[src/sbc_pkg.sv]
package sbc_pkg;
  localparam int          SBC_W          = 4;
  localparam logic [3:0]  SBC_CNT_RST    = 4'h0;
  localparam logic [3:0]  SBC_CNT_ONE    = 4'h1;
  localparam logic [3:0]  SBC_CNT_MAX    = 4'hF;
  localparam logic [11:0] SBC_OFF_CTRL   = 12'h000;
  localparam logic [11:0] SBC_OFF_STATUS = 12'h004;
  localparam int          SBC_CTRL_GATE  = 0;
  localparam int          SBC_ST_CNT_LO  = 0;
  localparam int          SBC_ST_TERM    = 4;
  localparam int          SBC_ST_LOAD_N  = 5;
  localparam logic        SBC_GATE_RST   = 1'b1;
  localparam logic [31:0] SBC_ZERO32     = 32'h0000_0000;

  typedef enum logic [1:0] {
    SBC_APB_IDLE = 2'b01,
    SBC_APB_ACK  = 2'b10
  } sbc_apb_st_t;

  typedef struct packed {
    logic             count_clock;
    logic             load_n;
    logic             count_enable_parallel;
    logic             count_enable_carry;
    logic [SBC_W-1:0] preset_data;
  } sbc_pins_t;

  typedef struct packed {
    logic        psel;
    logic        penable;
    logic        pwrite;
    logic [11:0] paddr;
    logic [31:0] pwdata;
  } sbc_apb_req_t;
endpackage

[src/sbc_counter.sv]
// Functional notes
// - four-bit binary count held in four flip-flops, shown on four outputs
// - count changes only at rising count_clock edges, except the clear
// - load_n low at a count_clock edge copies preset_data into the count
// - load wins over counting; both enables ignored while load_n low
// - load_n high, both enables high and the ctrl gate bit set: count advances by one
// - load_n high and either enable low: count holds
// - terminal_flag high only for count fifteen with carry enable high
// - clear low forces count outputs and terminal_flag low
// - clear acts asynchronously, overriding load and counting
`timescale 1ns/1ps
`default_nettype none
module sbc_counter (
  // clock and reset
  input  wire logic                 CLK,
  input  wire logic                 RST_N,
  // counter pins
  input  wire logic                 ASYNC_CLEAR_N,
  input  wire sbc_pkg::sbc_pins_t   PINS_IN,
  output logic [sbc_pkg::SBC_W-1:0] COUNT_OUT,
  output logic                      TERMINAL_FLAG,
  // apb slave
  input  wire sbc_pkg::sbc_apb_req_t APB_REQ,
  output logic [31:0]               PRDATA,
  output logic                      PREADY,
  output logic                      PSLVERR
);
  import sbc_pkg::*;

  function automatic logic all_ones(input logic [SBC_W-1:0] v);
    return v == SBC_CNT_MAX;
  endfunction

  // clear drops the count at once; its release passes two flops so that
  // count_r never leaves reset close to an edge. pin glitches still clear it
  logic       clr_raw_n;
  logic [1:0] clr_sync_r, clr_sync_nxt;
  logic       clr_n;

  assign clr_raw_n = RST_N & ASYNC_CLEAR_N;

  always_comb begin
    clr_sync_nxt = {clr_sync_r[0], 1'b1};
  end

  always_ff @(posedge CLK or negedge clr_raw_n) begin
    if (!clr_raw_n) begin
      clr_sync_r <= '0;
    end else begin
      clr_sync_r <= clr_sync_nxt;
    end
  end

  assign clr_n = clr_sync_r[1];

  // two-flop synchronisers for all pin inputs except ASYNC_CLEAR_N
  sbc_pins_t s1_r, s2_r, s1_nxt, s2_nxt;
  logic      clk_prev_r, clk_prev_nxt;
  logic      edge_hit;

  always_comb begin
    s1_nxt       = PINS_IN;
    s2_nxt       = s1_r;
    clk_prev_nxt = s2_r.count_clock;
  end

  always_ff @(posedge CLK or negedge RST_N) begin
    if (!RST_N) begin
      s1_r       <= '0;
      s2_r       <= '0;
      clk_prev_r <= 1'b0;
    end else begin
      s1_r       <= s1_nxt;
      s2_r       <= s2_nxt;
      clk_prev_r <= clk_prev_nxt;
    end
  end

  assign edge_hit = s2_r.count_clock & ~clk_prev_r;

  // count state
  logic [SBC_W-1:0] count_r, count_nxt;
  logic             term_r, term_nxt;
  logic             gate_r;
  logic             do_count;

  assign do_count = s2_r.load_n & s2_r.count_enable_parallel & s2_r.count_enable_carry & gate_r;

  always_comb begin
    count_nxt = count_r;
    if (edge_hit) begin
      if (!s2_r.load_n) begin
        count_nxt = s2_r.preset_data;
      end else if (do_count) begin
        count_nxt = all_ones(count_r) ? SBC_CNT_RST : count_r + SBC_CNT_ONE;
      end
    end
    term_nxt = all_ones(count_nxt) & s2_r.count_enable_carry;
  end

  // flag registered one cycle after the synchronised carry enable
  always_ff @(posedge CLK or negedge clr_n) begin
    if (!clr_n) begin
      count_r <= SBC_CNT_RST;
      term_r  <= 1'b0;
    end else begin
      count_r <= count_nxt;
      term_r  <= term_nxt;
    end
  end

  assign COUNT_OUT     = count_r;
  assign TERMINAL_FLAG = term_r;

  // apb slave, zero wait: pready rises in the access cycle
  sbc_apb_st_t st_r, st_nxt;
  logic [31:0] rdata_r, rdata_nxt;
  logic        err_r, err_nxt;
  logic        ready_r, ready_nxt;
  logic        gate_nxt;
  logic        hit_ctrl, hit_stat;

  assign hit_ctrl = APB_REQ.paddr == SBC_OFF_CTRL;
  assign hit_stat = APB_REQ.paddr == SBC_OFF_STATUS;

  always_comb begin
    st_nxt    = SBC_APB_IDLE;
    rdata_nxt = rdata_r;
    err_nxt   = 1'b0;
    ready_nxt = 1'b0;
    gate_nxt  = gate_r;
    unique case (st_r)
      SBC_APB_IDLE: begin
        if (APB_REQ.psel && !APB_REQ.penable) begin
          st_nxt    = SBC_APB_ACK;
          ready_nxt = 1'b1;
          err_nxt   = !(hit_ctrl || hit_stat);
          rdata_nxt = SBC_ZERO32;
          if (!APB_REQ.pwrite && hit_ctrl) begin
            rdata_nxt[SBC_CTRL_GATE] = gate_r;
          end
          if (!APB_REQ.pwrite && hit_stat) begin
            rdata_nxt[SBC_ST_CNT_LO +: SBC_W] = count_r;
            rdata_nxt[SBC_ST_TERM]            = term_r;
            rdata_nxt[SBC_ST_LOAD_N]          = s2_r.load_n;
          end
        end
      end
      SBC_APB_ACK: begin
        // write lands at the edge where pready is sampled high
        if (APB_REQ.psel && APB_REQ.penable && APB_REQ.pwrite && hit_ctrl) begin
          gate_nxt = APB_REQ.pwdata[SBC_CTRL_GATE];
        end
      end
      default: st_nxt = SBC_APB_IDLE;
    endcase
  end

  always_ff @(posedge CLK or negedge RST_N) begin
    if (!RST_N) begin
      st_r    <= SBC_APB_IDLE;
      rdata_r <= SBC_ZERO32;
      err_r   <= 1'b0;
      ready_r <= 1'b0;
      gate_r  <= SBC_GATE_RST;
    end else begin
      st_r    <= st_nxt;
      rdata_r <= rdata_nxt;
      err_r   <= err_nxt;
      ready_r <= ready_nxt;
      gate_r  <= gate_nxt;
    end
  end

  assign PREADY  = ready_r;
  // err_nxt is only set on the way into the ack state
  assign PSLVERR = err_r;
  assign PRDATA  = rdata_r;

  // checks
  a_load_copies: assert property (@(posedge CLK) disable iff (!clr_n)
    edge_hit && !s2_r.load_n |=> count_r == $past(s2_r.preset_data))
    else $error("load did not copy preset");
  a_load_priority: assert property (@(posedge CLK) disable iff (!clr_n)
    edge_hit && !s2_r.load_n && s2_r.count_enable_parallel |=> count_r == $past(s2_r.preset_data, 1))
    else $error("count took priority over load");
  a_count_step: assert property (@(posedge CLK) disable iff (!clr_n)
    edge_hit && do_count && !all_ones(count_r) |=> count_r == $past(count_r) + SBC_CNT_ONE)
    else $error("count did not advance");
  a_count_hold: assert property (@(posedge CLK) disable iff (!clr_n)
    edge_hit && s2_r.load_n && !s2_r.count_enable_carry |=> $stable(count_r))
    else $error("count changed with enable low");
  a_no_edge_hold: assert property (@(posedge CLK) disable iff (!clr_n)
    !edge_hit |=> $stable(count_r))
    else $error("count changed without clock edge");
  a_term_flag: assert property (@(posedge CLK) disable iff (!clr_n)
    ##1 TERMINAL_FLAG == (all_ones(COUNT_OUT) && $past(s2_r.count_enable_carry)))
    else $error("terminal flag wrong");
  a_wrap_zero: assert property (@(posedge CLK) disable iff (!clr_n)
    edge_hit && do_count && all_ones(count_r) |=> count_r == SBC_CNT_RST)
    else $error("no wrap to zero");
  a_clear_low: assert property (@(posedge CLK)
    !ASYNC_CLEAR_N |-> COUNT_OUT == SBC_CNT_RST && !TERMINAL_FLAG)
    else $error("clear did not force outputs low");
  a_apb_ack: assert property (@(posedge CLK) disable iff (!RST_N)
    APB_REQ.psel && !APB_REQ.penable && !PREADY |=> PREADY ##1 !PREADY)
    else $error("apb answer not one cycle");
  a_cep_hold: assert property (@(posedge CLK) disable iff (!clr_n)
    edge_hit && s2_r.load_n && !s2_r.count_enable_parallel |=> $stable(count_r))
    else $error("count changed with parallel enable low");
  a_term_needs_max: assert property (@(posedge CLK) disable iff (!clr_n)
    TERMINAL_FLAG |-> all_ones(COUNT_OUT))
    else $error("terminal flag high below fifteen");
  a_err_with_ready: assert property (@(posedge CLK) disable iff (!RST_N)
    PSLVERR |-> PREADY)
    else $error("error reported outside access cycle");

  c_load: cover property (@(posedge CLK) disable iff (!clr_n) edge_hit && !s2_r.load_n);
  c_wrap: cover property (@(posedge CLK) disable iff (!clr_n) edge_hit && do_count && all_ones(count_r));
  c_term: cover property (@(posedge CLK) disable iff (!clr_n) TERMINAL_FLAG);
  c_clear: cover property (@(posedge CLK) $fell(ASYNC_CLEAR_N));
  c_carry_out: cover property (@(posedge CLK) disable iff (!clr_n) TERMINAL_FLAG && edge_hit && do_count);
endmodule
`default_nettype wire

[config.mk]
export PLATFORM = sky130hd
export DESIGN_NAME = sbc_counter
export DESIGN_NICKNAME = d
export VERILOG_FILES = /design/src/sbc_pkg.sv /design/src/sbc_counter.sv
export SDC_FILE = /design/constraint.sdc
export NUM_CORES = 1
export LEC_CHECK = 0
export ABC_AREA = 1
export BUFFER_PORTS_ARGS = -buffer_cell sky130_fd_sc_hd__buf_2
export CORE_MARGIN = 5
export CORE_UTILIZATION = 38
export DETAILED_ROUTE_END_ITERATION = 8
export PLACE_DENSITY = 0.82
export SYNTH_ARGS = -nofsm -noshare
export SYNTH_HDL_FRONTEND = slang
export SYNTH_SLANG_ARGS = --single-unit
export TNS_END_PERCENT = 5
[constraint.sdc]
create_clock -name CLK -period 0.8 [get_ports CLK]
set_clock_uncertainty 0.05 [all_clocks]
set_input_delay 0.08 -clock CLK [delete_from_list [all_inputs] [get_ports CLK]]
set_output_delay 0.08 -clock CLK [all_outputs]
set_load 0.02 [all_outputs]
==> results of run 1 <==
-- metal layers --
layer	vias to the layer above	track usage	routed length, µm
met2	40	0.230	1810
met5	-	0	0
li1	611	-	-
met4	0	0.0613	93
met3	10	0.0405	245
met1	573	0.140	1230
-- worst max path at each step --
stage                            from                 endpoint  slack (ps)  cells after the start
3_3_place_gp       gate_r$_DFFE_PN1P_  TERMINAL_FLAG$_DFF_PN0_        -510                     10
2_1_floorplan  COUNT_OUT[0]$_DFF_PN0_  TERMINAL_FLAG$_DFF_PN0_        -490                      9
4_1_cts            gate_r$_DFFE_PN1P_  TERMINAL_FLAG$_DFF_PN0_        -590                     10
6_report           gate_r$_DFFE_PN1P_  TERMINAL_FLAG$_DFF_PN0_        -580                      7
3_5_place_dp       gate_r$_DFFE_PN1P_  TERMINAL_FLAG$_DFF_PN0_        -570                     10
5_1_grt            gate_r$_DFFE_PN1P_  TERMINAL_FLAG$_DFF_PN0_        -690                      7
-- state kept, by name, indices dropped and copies added (netlist names) --
signal,flops
s1_r,8
gate_r,1
clk_prev_r,1
clr_sync_r,2
PREADY,1
s2_r,7
PRDATA,6
clk_prev_nxt,1
TERMINAL_FLAG,1
COUNT_OUT,4
st_r,1
PSLVERR,1
-- stage by stage --
stage | TNS, ps | worst slack [ps] | cells | total power, mW | area, µm²
finish | -8410 | -585 | 293 | 4.76 | 2280
global route | -9730 | -695 | 293 | 5.00 | 2280
CTS | -8560 | -587 | 293 | 4.78 | 2220
detailed placement | -6100 | -571 | 274 | 2.69 | 1890
global placement | -5670 | -514 | 274 | 2.66 | 1890
floorplan | -5710 | -494 | 194 | 2.46 | 1700
-- critical path: cells and delay by family, from the launching register on --
kind / cells / cell delay (ps)
AOI/OAI and AO/OA: 1 / 160
DFF: 1 / 550
and+or+nand+nor: 6 / 530
-- cells in the final DEF, fill, tap and decap left out, types with 2 or more instances in the layout --
cell type                       netlist  layout
sky130_fd_sc_hd__nand4_1              2       2
sky130_fd_sc_hd__a21oi_1              3       2
sky130_fd_sc_hd__nor2_2               2       4
sky130_fd_sc_hd__conb_1               2      27
sky130_fd_sc_hd__buf_4               26      14
sky130_fd_sc_hd__nor2_1              14      12
sky130_fd_sc_hd__inv_1               20      20
sky130_fd_sc_hd__bufinv_16            0       2
sky130_fd_sc_hd__o21ai_1              5       4
sky130_fd_sc_hd__dlygate4sd3_1        0      11
sky130_fd_sc_hd__buf_6                1      12
sky130_fd_sc_hd__clkbuf_8             0       6
sky130_fd_sc_hd__dfrtp_2              0       3
sky130_fd_sc_hd__o31ai_4              0       2
sky130_fd_sc_hd__dfstp_2              2       2
sky130_fd_sc_hd__dfrtp_1             32      29
sky130_fd_sc_hd__nand2_2              5       8
sky130_fd_sc_hd__nand2_4              2       2
sky130_fd_sc_hd__nand3_1              5       4
sky130_fd_sc_hd__buf_2                1      31
sky130_fd_sc_hd__nand2_1             32      29
sky130_fd_sc_hd__o31ai_2              0       2
-- final cells by class --
type                       instances  area [µm²]
timing repair buffer              69         513
sequential                        34         857
clock buffer                       6        82.6
tap                               50        62.6
clock inverter                     2        60.1
inverter                          22        87.6
fill                             354        1750
multi-input combinational        110         621
-- cells by family after synthesis --
logic type / Yosys count / share of synthesized area
DFF: 34 / 0.539
buffers and inverters: 50 / 0.186
adders and majority gates: 1 / 0.00790
and+or+nand+nor: 69 / 0.213
AOI/OAI and AO/OA: 13 / 0.0498
other: 2 / 0.00474
-- power by group --
group / total (mW) / internal, mW / switching [mW]
clock: 1.93 / 1.33 / 0.600
combinational: 0.923 / 0.407 / 0.516
sequential: 1.91 / 1.82 / 0.0841
-- what timing repair did --
action                                 4_1_cts  5_1_grt
setup endpoints to repair                   28       36
hold buffers                                11        0
setup buffers                                0        0
pin swaps                                    7        2
resized for setup                           20       17
endpoints found under the hold margin       38        0
==> flow_metrics.env, run 1 <==
export IMPL_clock_slew_seen_by_the_registers_of_the_worst_setup_and_hold_paths_ps=70
export IMPL_ant_nets=0
export IMPL_clock_fmax_mhz=722
export IMPL_timing_max_cap_violations=0
export IMPL_maximum_number_of_pins_on_one_net_before_global_route_repair=18
export IMPL_worst_hold_slack_ps=27.0
export IMPL_floorplan_die_width_um=74.5
export IMPL_floorplan_die_area_um2=5560
export IMPL_floorplan_io_pins=97
export IMPL_synth_top_cell_by_area="sky130_fd_sc_hd__dfrtp_1"
export IMPL_floorplan_initialDensity=0.393
export IMPL_detailed_place_hpwl_um=2460
export IMPL_final_core_utilization=0.567
export IMPL_endpoint_of_the_most_critical_register_to_register_path="TERMINAL_FLAG$_DFF_PN0_"
export IMPL_netlist_area_leader_share=0.506
export IMPL_cellPowerDensity_nw_per_um2=2080
export IMPL_setup_viol_count_final=28
export IMPL_area_of_the_mapped_netlist_um2=1580
export IMPL_peakVddDrop_uv=1160
export IMPL_post_synth_num_cell_types=25
export IMPL_routed_via_count=1234
export IMPL_element_type_at_the_critical_path_start="flop"
export IMPL_cts_buffers=5
export IMPL_worst_skew_pair_late_latency_ps=280
export IMPL_hold_viol_final=0
export IMPL_post_route_drc_count=0
export IMPL_crit_chain="nand2_4, nor2_8, nand3_1, nand3_1, nand2_1, a21oi_2, nor2_2"
export IMPL_worst_ep_required_ps=930
export IMPL_global_route_wire_length_before_repair_um=5380
export IMPL_drt_first_pass_iters=4
export IMPL_first_iter_violations=42
export IMPL_finalWirelength_um=3380
export IMPL_ff2ff_path_depth=7
export IMPL_path_max_fanout=7
export IMPL_outcome="finished, violations left"
export IMPL_synth_async_reset_ratio=1.00
export IMPL_number_of_synthesized_flops_with_an_enable_pin=0
export IMPL_layout_setup_ws_ps=-585
export IMPL_die_height_um=74.5
export IMPL_cts_sinks=34
export IMPL_synth_main_ff_cell="sky130_fd_sc_hd__dfrtp_1"
export IMPL_critical_path_reg2reg_startpoint="gate_r$_DFFE_PN1P_"
export IMPL_final_stage_net_count=301
export IMPL_number_of_rows_created_at_floorplan=23
export IMPL_cts_root_buf="sky130_fd_sc_hd__clkbuf_8"
export IMPL_critical_path_max_stage_delay_ps=550
export IMPL_antennaDiodeCount=0
export IMPL_gr_total_overflow=0
export IMPL_flow_area_growth_from_synthesis_pct=44.3
export IMPL_post_synth_cell_area_avg_um2=9.37
export IMPL_synth_sequential_area_ratio=0.539
export IMPL_cp_end_kind="flop"
export IMPL_worstPathArrival_ps=1510
export IMPL_htree_levels=2
export IMPL_synth_ff_latch_count=34
export IMPL_final_period_minus_worst_setup_slack_ps=1380
export IMPL_power_leakage_nw=1.19
export IMPL_violated_checks="negative setup slack"
export IMPL_min_delay_worst_type="flop to asynchronous set/reset pin"
export IMPL_cpMostUsedCell="sky130_fd_sc_hd__nand3_1"
export IMPL_clockBufferDepth=2
export IMPL_path_class="flop to flop"
export IMPL_cts_tree="done"
export IMPL_fin_crit_sh=1.73
export IMPL_synthTopCellsByArea="sky130_fd_sc_hd__dfrtp_1 (51%), sky130_fd_sc_hd__buf_4 (12%), sky130_fd_sc_hd__nand2_1 (7.6%), sky130_fd_sc_hd__inv_1 (4.7%), sky130_fd_sc_hd__dfstp_2 (3.3%)"
export IMPL_detail_route_vias_per_cell=4.21
export IMPL_slew_violations=0
export IMPL_gp_congestion=0.869
export IMPL_grt_pass1_vias=1248
export IMPL_fraction_of_layout_instances_using_a_drive_strength_above_1=0.412
export IMPL_syn_instance_count=169
export IMPL_synthesis_yosys_warnings=0
export IMPL_unrepaired_setup_endpoints_after_global_routing="true"
export IMPL_place_port_buffers=39
export IMPL_wl_per_cell_um=11.5
export IMPL_critical_path_slowest_cell="sky130_fd_sc_hd__dfstp_2"
export IMPL_grt_total_usage=0.130
export IMPL_setup_slack_on_the_worst_flop_to_flop_path_ps=-580
export IMPL_synth_top_cells_by_count="sky130_fd_sc_hd__dfrtp_1 (32), sky130_fd_sc_hd__nand2_1 (32), sky130_fd_sc_hd__buf_4 (26)"
export IMPL_number_of_antenna_violations_at_the_first_check_in_global_routing=0
export IMPL_floorplan_core_area_um2=4030
No activity file was read; power rests on OpenSTA's default activity.
==> run 2, diff against run 1 <==
Settings changed: CORE_UTILIZATION 38 to 31, GPL_ROUTABILITY_DRIVEN from default to 1, PLACE_DENSITY 0.82 to 0.7.
==> run 2 against run 1 <==
Worst hold slack lost 4.8 ps. Total power shrank 16%. Cell area shrank 3.0%. Die area grew 19%. First-iteration DRC count shrank 29%. The flow still finishes with violations (negative setup slack). Clock-buffer cell count is the same. Sequential share of layout area grew 1.2 points. Critical path depth is the same. Largest power group is now sequential cells. Clock power shrank 38%. Non-clock buffer count is the same.
==> flow_metrics.env, run 2 (same netlist as run 1, synthesis figures left out) <==
export IMPL_worst_hold_slack_ps=22.3
export IMPL_hold_viol_final=0
export IMPL_floorplan_initialDensity=0.314
export IMPL_antennaDiodeCount=0
export IMPL_floorplan_io_pins=97
export IMPL_grt_total_usage=0.113
export IMPL_final_fill_count=510
export IMPL_largest_register="s1_r"
export IMPL_min_delay_worst_type="flop to asynchronous set/reset pin"
export IMPL_place_port_buffers=39
export IMPL_ff2ff_path_depth=7
export IMPL_highest_layer="met4"
export IMPL_clock_fmax_mhz=703
export IMPL_drt_first_pass_iters=4
export IMPL_worst_ep_required_ps=930
export IMPL_critical_path_slowest_cell="sky130_fd_sc_hd__dfstp_2"
export IMPL_critical_path_max_stage_delay_ps=560
export IMPL_floorplan_die_width_um=81.5
export IMPL_crit_chain="nand2_4, nor2_8, nand3_2, nand3_1, nand2_1, a21oi_2, nor2_1"
export IMPL_routed_via_count=1233
export IMPL_first_iter_violations=30
export IMPL_cts_tree="done"
export IMPL_mostFrequentLayoutCells="sky130_fd_sc_hd__nand2_1 (31), sky130_fd_sc_hd__buf_2 (31), sky130_fd_sc_hd__dfrtp_1 (28), sky130_fd_sc_hd__conb_1 (27), sky130_fd_sc_hd__inv_1 (20)"
export IMPL_path_class="flop to flop"
export IMPL_cts_root_buf="sky130_fd_sc_hd__clkbuf_8"
export IMPL_final_stage_net_count=301
export IMPL_finalWirelength_um=3280
export IMPL_worstPathArrival_ps=1550
export IMPL_worst_path_dominant_cell_family="flip-flops"
export IMPL_final_period_minus_worst_setup_slack_ps=1420
export IMPL_flow_area_growth_from_synthesis_pct=39.9
export IMPL_number_of_rows_created_at_floorplan=26
export IMPL_global_route_wire_length_before_repair_um=5580
export IMPL_critical_path_n_buffers_inverters=0
export IMPL_power_leakage_nw=1.16
export IMPL_floorplan_core_area_um2=5040
export IMPL_critical_path_reg2reg_startpoint="gate_r$_DFFE_PN1P_"
export IMPL_endpoint_of_the_most_critical_register_to_register_path="TERMINAL_FLAG$_DFF_PN0_"
export IMPL_grt_pass1_vias=1261
export IMPL_detailed_place_hpwl_um=2580
export IMPL_totalNegativeSetupSlack_ps=-8350
export IMPL_met2RoutedLength_um=1860
export IMPL_element_type_at_the_critical_path_start="flop"
export IMPL_cts_buffers=5
export IMPL_floorplan_die_area_um2=6630
export IMPL_clockBufferDepth=2
export IMPL_outcome="finished, violations left"
export IMPL_setup_viol_count_final=28
export IMPL_fraction_of_layout_instances_using_a_drive_strength_above_1=0.391
export IMPL_unrepaired_setup_endpoints_after_global_routing="true"
export IMPL_crit_end="TERMINAL_FLAG$_DFF_PN0_"
export IMPL_crit_path_start="gate_r$_DFFE_PN1P_"
export IMPL_gr_total_overflow=0
export IMPL_path_max_fanout=7
export IMPL_detail_route_vias_per_cell=3.94
export IMPL_met3RoutedLength_um=297
export IMPL_maximum_number_of_pins_on_one_net_before_global_route_repair=17
export IMPL_layout_setup_ws_ps=-623
export IMPL_path_depth=7
export IMPL_cellPowerDensity_nw_per_um2=1810
export IMPL_largest_reg_flops=8
export IMPL_violated_checks="negative setup slack"
export IMPL_die_height_um=81.5
export IMPL_post_cts_repair_setup_buffers=0
export IMPL_htree_levels=2
export IMPL_setup_slack_on_the_worst_flop_to_flop_path_ps=-620
export IMPL_cts_sinks=34
export IMPL_worst_skew_pair_late_latency_ps=280
export IMPL_fin_crit_sh=1.78
export IMPL_timing_max_cap_violations=0
export IMPL_post_route_drc_count=0
export IMPL_clock_slew_seen_by_the_registers_of_the_worst_setup_and_hold_paths_ps=70
export IMPL_ant_nets=0
export IMPL_cp_end_kind="flop"
export IMPL_met1Wirelength_um=1110
export IMPL_wl_per_cell_um=10.5
export IMPL_slew_violations=0
export IMPL_number_of_antenna_violations_at_the_first_check_in_global_routing=0
export IMPL_peakVddDrop_uv=1090
export IMPL_gp_congestion=0.777
run 2: cell count changes in the layout (fill, tap and decap cells not counted), moves of 2 or more:
cell	change
sky130_fd_sc_hd__nand3_1	-2
sky130_fd_sc_hd__bufinv_16	-2
sky130_fd_sc_hd__nand3_2	+2
sky130_fd_sc_hd__o31ai_1	+2
sky130_fd_sc_hd__clkinv_2	+2
sky130_fd_sc_hd__nand2_1	+2
sky130_fd_sc_hd__o31ai_4	-2
sky130_fd_sc_hd__nand2_2	-2
run 2: worst min path at each step:
stage | endpoint | start | cells after the start
finish | TERMINAL_FLAG$_DFF_PN0_ | clr_sync_r[1]$_DFF_PN0_ | 0
global route | COUNT_OUT[0]$_DFF_PN0_ | clr_sync_r[1]$_DFF_PN0_ | 0
CTS | TERMINAL_FLAG$_DFF_PN0_ | clr_sync_r[1]$_DFF_PN0_ | 0
detailed placement | clr_sync_r[0]$_DFF_PN0_ | ASYNC_CLEAR_N | 3
global placement | clr_sync_r[0]$_DFF_PN0_ | ASYNC_CLEAR_N | 3
floorplan | PRDATA[0]$_DFFE_PN0P_ | RST_N | 0
run 2: stage by stage:
| stage | setup slack (ps) | util | cells | area (µm²) | power [mW] |
|---|---|---|---|---|---|
| 6_report | -623 | 0.439 | 313 | 2210 | 4.02 |
| 5_1_grt | -689 | 0.439 | 313 | 2210 | 4.26 |
| 4_1_cts | -577 | 0.430 | 313 | 2170 | 4.04 |
| 3_5_place_dp | -596 | 0.380 | 294 | 1920 | 2.69 |
| 3_3_place_gp | -518 | 0.380 | 294 | 1920 | 2.67 |
| 2_1_floorplan | -494 | - | 194 | 1700 | 2.46 |
run 2: area by class of cell:
| type | instances | area, µm² | share of cell area |
|---|---|---|---|
| clock inverter | 2 | 10.0 | 0.00452 |
| inverter | 22 | 87.6 | 0.0395 |
| multi-input combinational | 110 | 586 | 0.264 |
| timing repair buffer | 69 | 513 | 0.232 |
| tap | 70 | 87.6 | 0.0395 |
| clock buffer | 6 | 72.6 | 0.0328 |
| sequential | 34 | 858 | 0.388 |
run 2: report_power, final:
group,leakage [nW],total (mW),internal [mW],switching (mW)
Sequential,0.409,1.91,1.82,0.0863
Combinational,0.702,0.905,0.404,0.500
Clock,0.0450,1.20,0.602,0.599
run 2: routing by layer:
| layer | vias to the layer above | GRT usage |
|---|---|---|
| met5 | - | 0 |
| met4 | 0 | 0.0507 |
| met1 | 574 | 0.114 |
| met3 | 2 | 0.0428 |
| met2 | 44 | 0.207 |
| li1 | 613 | - |
run 2: repair_timing:
action	4_1_cts	5_1_grt
hold buffers	11	0
pin swaps	4	3
endpoints found under the setup margin	28	42
gates resized for setup	16	15
endpoints found under the hold margin	38	0
==> run 3, diff against run 2 <==
Settings changed: MAX_ROUTING_LAYER from default to met4.
==> run 3 against run 2 <==
Combinational power about the same. Sequential share of layout area unchanged. Sequential power is essentially flat. Core utilization unchanged. Clock power about the same. Final cell count unchanged. The flow still finishes with violations (negative setup slack). Largest cell class unchanged. Highest routed layer unchanged. Clock-buffer cell count stayed put. Die area unchanged. Critical path depth is the same.
==> flow_metrics.env, run 3 (same netlist as run 1, synthesis figures left out) <==
export IMPL_power_leakage_nw=1.16
export IMPL_worst_hold_slack_ps=18.4
export IMPL_critical_path_max_stage_delay_ps=560
export IMPL_post_cts_repair_setup_buffers=0
export IMPL_cts_sinks=34
export IMPL_first_iter_violations=34
export IMPL_worst_ep_required_ps=930
export IMPL_worstPathArrival_ps=1550
export IMPL_gr_total_overflow=0
export IMPL_cts_tree="done"
export IMPL_finalPower_mw=4.03
export IMPL_worst_path_dominant_cell_family="flip-flops"
export IMPL_floorplan_core_area_um2=5040
export IMPL_floorplan_die_area_um2=6630
export IMPL_cts_buffers=5
export IMPL_largest_reg_flops=8
export IMPL_final_stage_net_count=301
export IMPL_crit_chain="nand2_4, nor2_8, nand3_2, nand3_1, nand2_1, a21oi_2, inv_1"
export IMPL_unrepaired_setup_endpoints_after_global_routing="true"
export IMPL_clockBufferDepth=2
export IMPL_min_delay_worst_type="flop to asynchronous set/reset pin"
export IMPL_global_route_wire_length_before_repair_um=5570
export IMPL_wl_per_cell_um=10.5
export IMPL_fraction_of_layout_instances_using_a_drive_strength_above_1=0.391
export IMPL_drt_first_pass_iters=4
export IMPL_cellPowerDensity_nw_per_um2=1820
export IMPL_antennaDiodeCount=0
export IMPL_gp_congestion=0.787
export IMPL_setup_viol_count_final=28
export IMPL_floorplan_initialDensity=0.314
export IMPL_post_route_drc_count=0
export IMPL_detail_route_vias_per_cell=3.93
export IMPL_ff2ff_path_depth=7
export IMPL_path_class="flop to flop"
export IMPL_hold_viol_final=0
export IMPL_finalWirelength_um=3280
export IMPL_path_max_fanout=7
export IMPL_element_type_at_the_critical_path_start="flop"
export IMPL_clock_fmax_mhz=706
export IMPL_critical_path_n_buffers_inverters=1
export IMPL_ant_nets=0
export IMPL_timing_max_cap_violations=0
export IMPL_stdcell_count=313
export IMPL_place_port_buffers=39
export IMPL_floorplan_die_width_um=81.5
export IMPL_worst_skew_pair_late_latency_ps=290
export IMPL_grt_pass1_vias=1260
export IMPL_slew_violations=0
export IMPL_critical_path_slowest_cell="sky130_fd_sc_hd__dfstp_2"
export IMPL_grt_total_usage=0.117
export IMPL_largest_register="s1_r"
export IMPL_totalNegativeSetupSlack_ps=-8360
export IMPL_routed_via_count=1229
export IMPL_final_fill_count=510
export IMPL_maximum_number_of_pins_on_one_net_before_global_route_repair=17
export IMPL_violated_checks="negative setup slack"
export IMPL_floorplan_io_pins=97
export IMPL_number_of_rows_created_at_floorplan=26
export IMPL_cp_end_kind="flop"
export IMPL_layout_setup_ws_ps=-617
export IMPL_flow_area_growth_from_synthesis_pct=39.9
export IMPL_outcome="finished, violations left"
export IMPL_regArea_um2=858
export IMPL_mostFrequentLayoutCells="sky130_fd_sc_hd__nand2_1 (31), sky130_fd_sc_hd__buf_2 (31), sky130_fd_sc_hd__dfrtp_1 (28), sky130_fd_sc_hd__conb_1 (27), sky130_fd_sc_hd__inv_1 (20)"
export IMPL_multi_input_comb_area_um2=586
export IMPL_clock_slew_seen_by_the_registers_of_the_worst_setup_and_hold_paths_ps=70
export IMPL_number_of_antenna_violations_at_the_first_check_in_global_routing=0
export IMPL_peakVddDrop_uv=1080
export IMPL_htree_levels=2
export IMPL_post_place_cells=294
export IMPL_cts_root_buf="sky130_fd_sc_hd__clkbuf_8"
export IMPL_final_period_minus_worst_setup_slack_ps=1420
export IMPL_detailed_place_hpwl_um=2580
export IMPL_fin_crit_sh=1.77
export IMPL_path_depth=7
export IMPL_die_height_um=81.5
==> run 3: cell counts in the layout (fill, tap and decap cells not counted) <==
Identical to the previous run, type by type.
==> run 3: final cells by class <==
type	instances	share of cell area
multi-input cells	110	0.264
clock buffers	6	0.0328
flip-flops and latches	34	0.388
well taps	70	0.0395
clock inverters	2	0.00452
repair buffers	69	0.232
inverters	22	0.0395
==> run 3: metal layers <==
| layer | up-vias | wire, µm | GRT usage |
|---|---|---|---|
| met5 | - | 0 | - |
| met4 | 0 | 19 | 0.0507 |
| met3 | 2 | 286 | 0.0428 |
| met2 | 40 | 1860 | 0.208 |
| met1 | 574 | 1110 | 0.113 |
| li1 | 613 | - | - |
==> run 3: worst paths after layout <==
path / slack (ps) / startpoint / to
setup / recovery: -620 / gate_r$_DFFE_PN1P_ / COUNT_OUT[3]$_DFF_PN0_
hold / removal: 20 / clr_sync_r[1]$_DFF_PN0_ / TERMINAL_FLAG$_DFF_PN0_
hold reg to reg: 20 / clr_sync_r[1]$_DFF_PN0_ / TERMINAL_FLAG$_DFF_PN0_
max in group asynchronous: 170 / RST_N / PRDATA[2]$_DFFE_PN0P_
min in group CLK: 140 / APB_REQ[45] / gate_r$_DFFE_PN1P_
setup reg to reg: -620 / gate_r$_DFFE_PN1P_ / COUNT_OUT[3]$_DFF_PN0_
==> run 3: repair_timing <==
item / in CTS / in global routing
endpoints found under the hold margin: 38 / 0
pin swaps: 4 / 3
hold buffers: 11 / 0
gates resized for setup: 16 / 15
setup endpoints to repair: 28 / 42
==> run 3: power breakdown <==
group	total (mW)	internal (mW)	switching, mW
Combinational	0.905	0.405	0.500
Sequential	1.91	1.82	0.0854
Clock	1.21	0.602	0.609
Total	4.03	2.83	1.19
==> run 3: metrics by stage <==
stage | area, µm² | setup slack (ps) | utilization
2_1_floorplan | 1700 | -494 | -
3_3_place_gp | 1920 | -518 | 0.380
3_5_place_dp | 1920 | -596 | 0.380
4_1_cts | 2170 | -577 | 0.430
5_1_grt | 2210 | -689 | 0.439
6_report | 2210 | -617 | 0.439
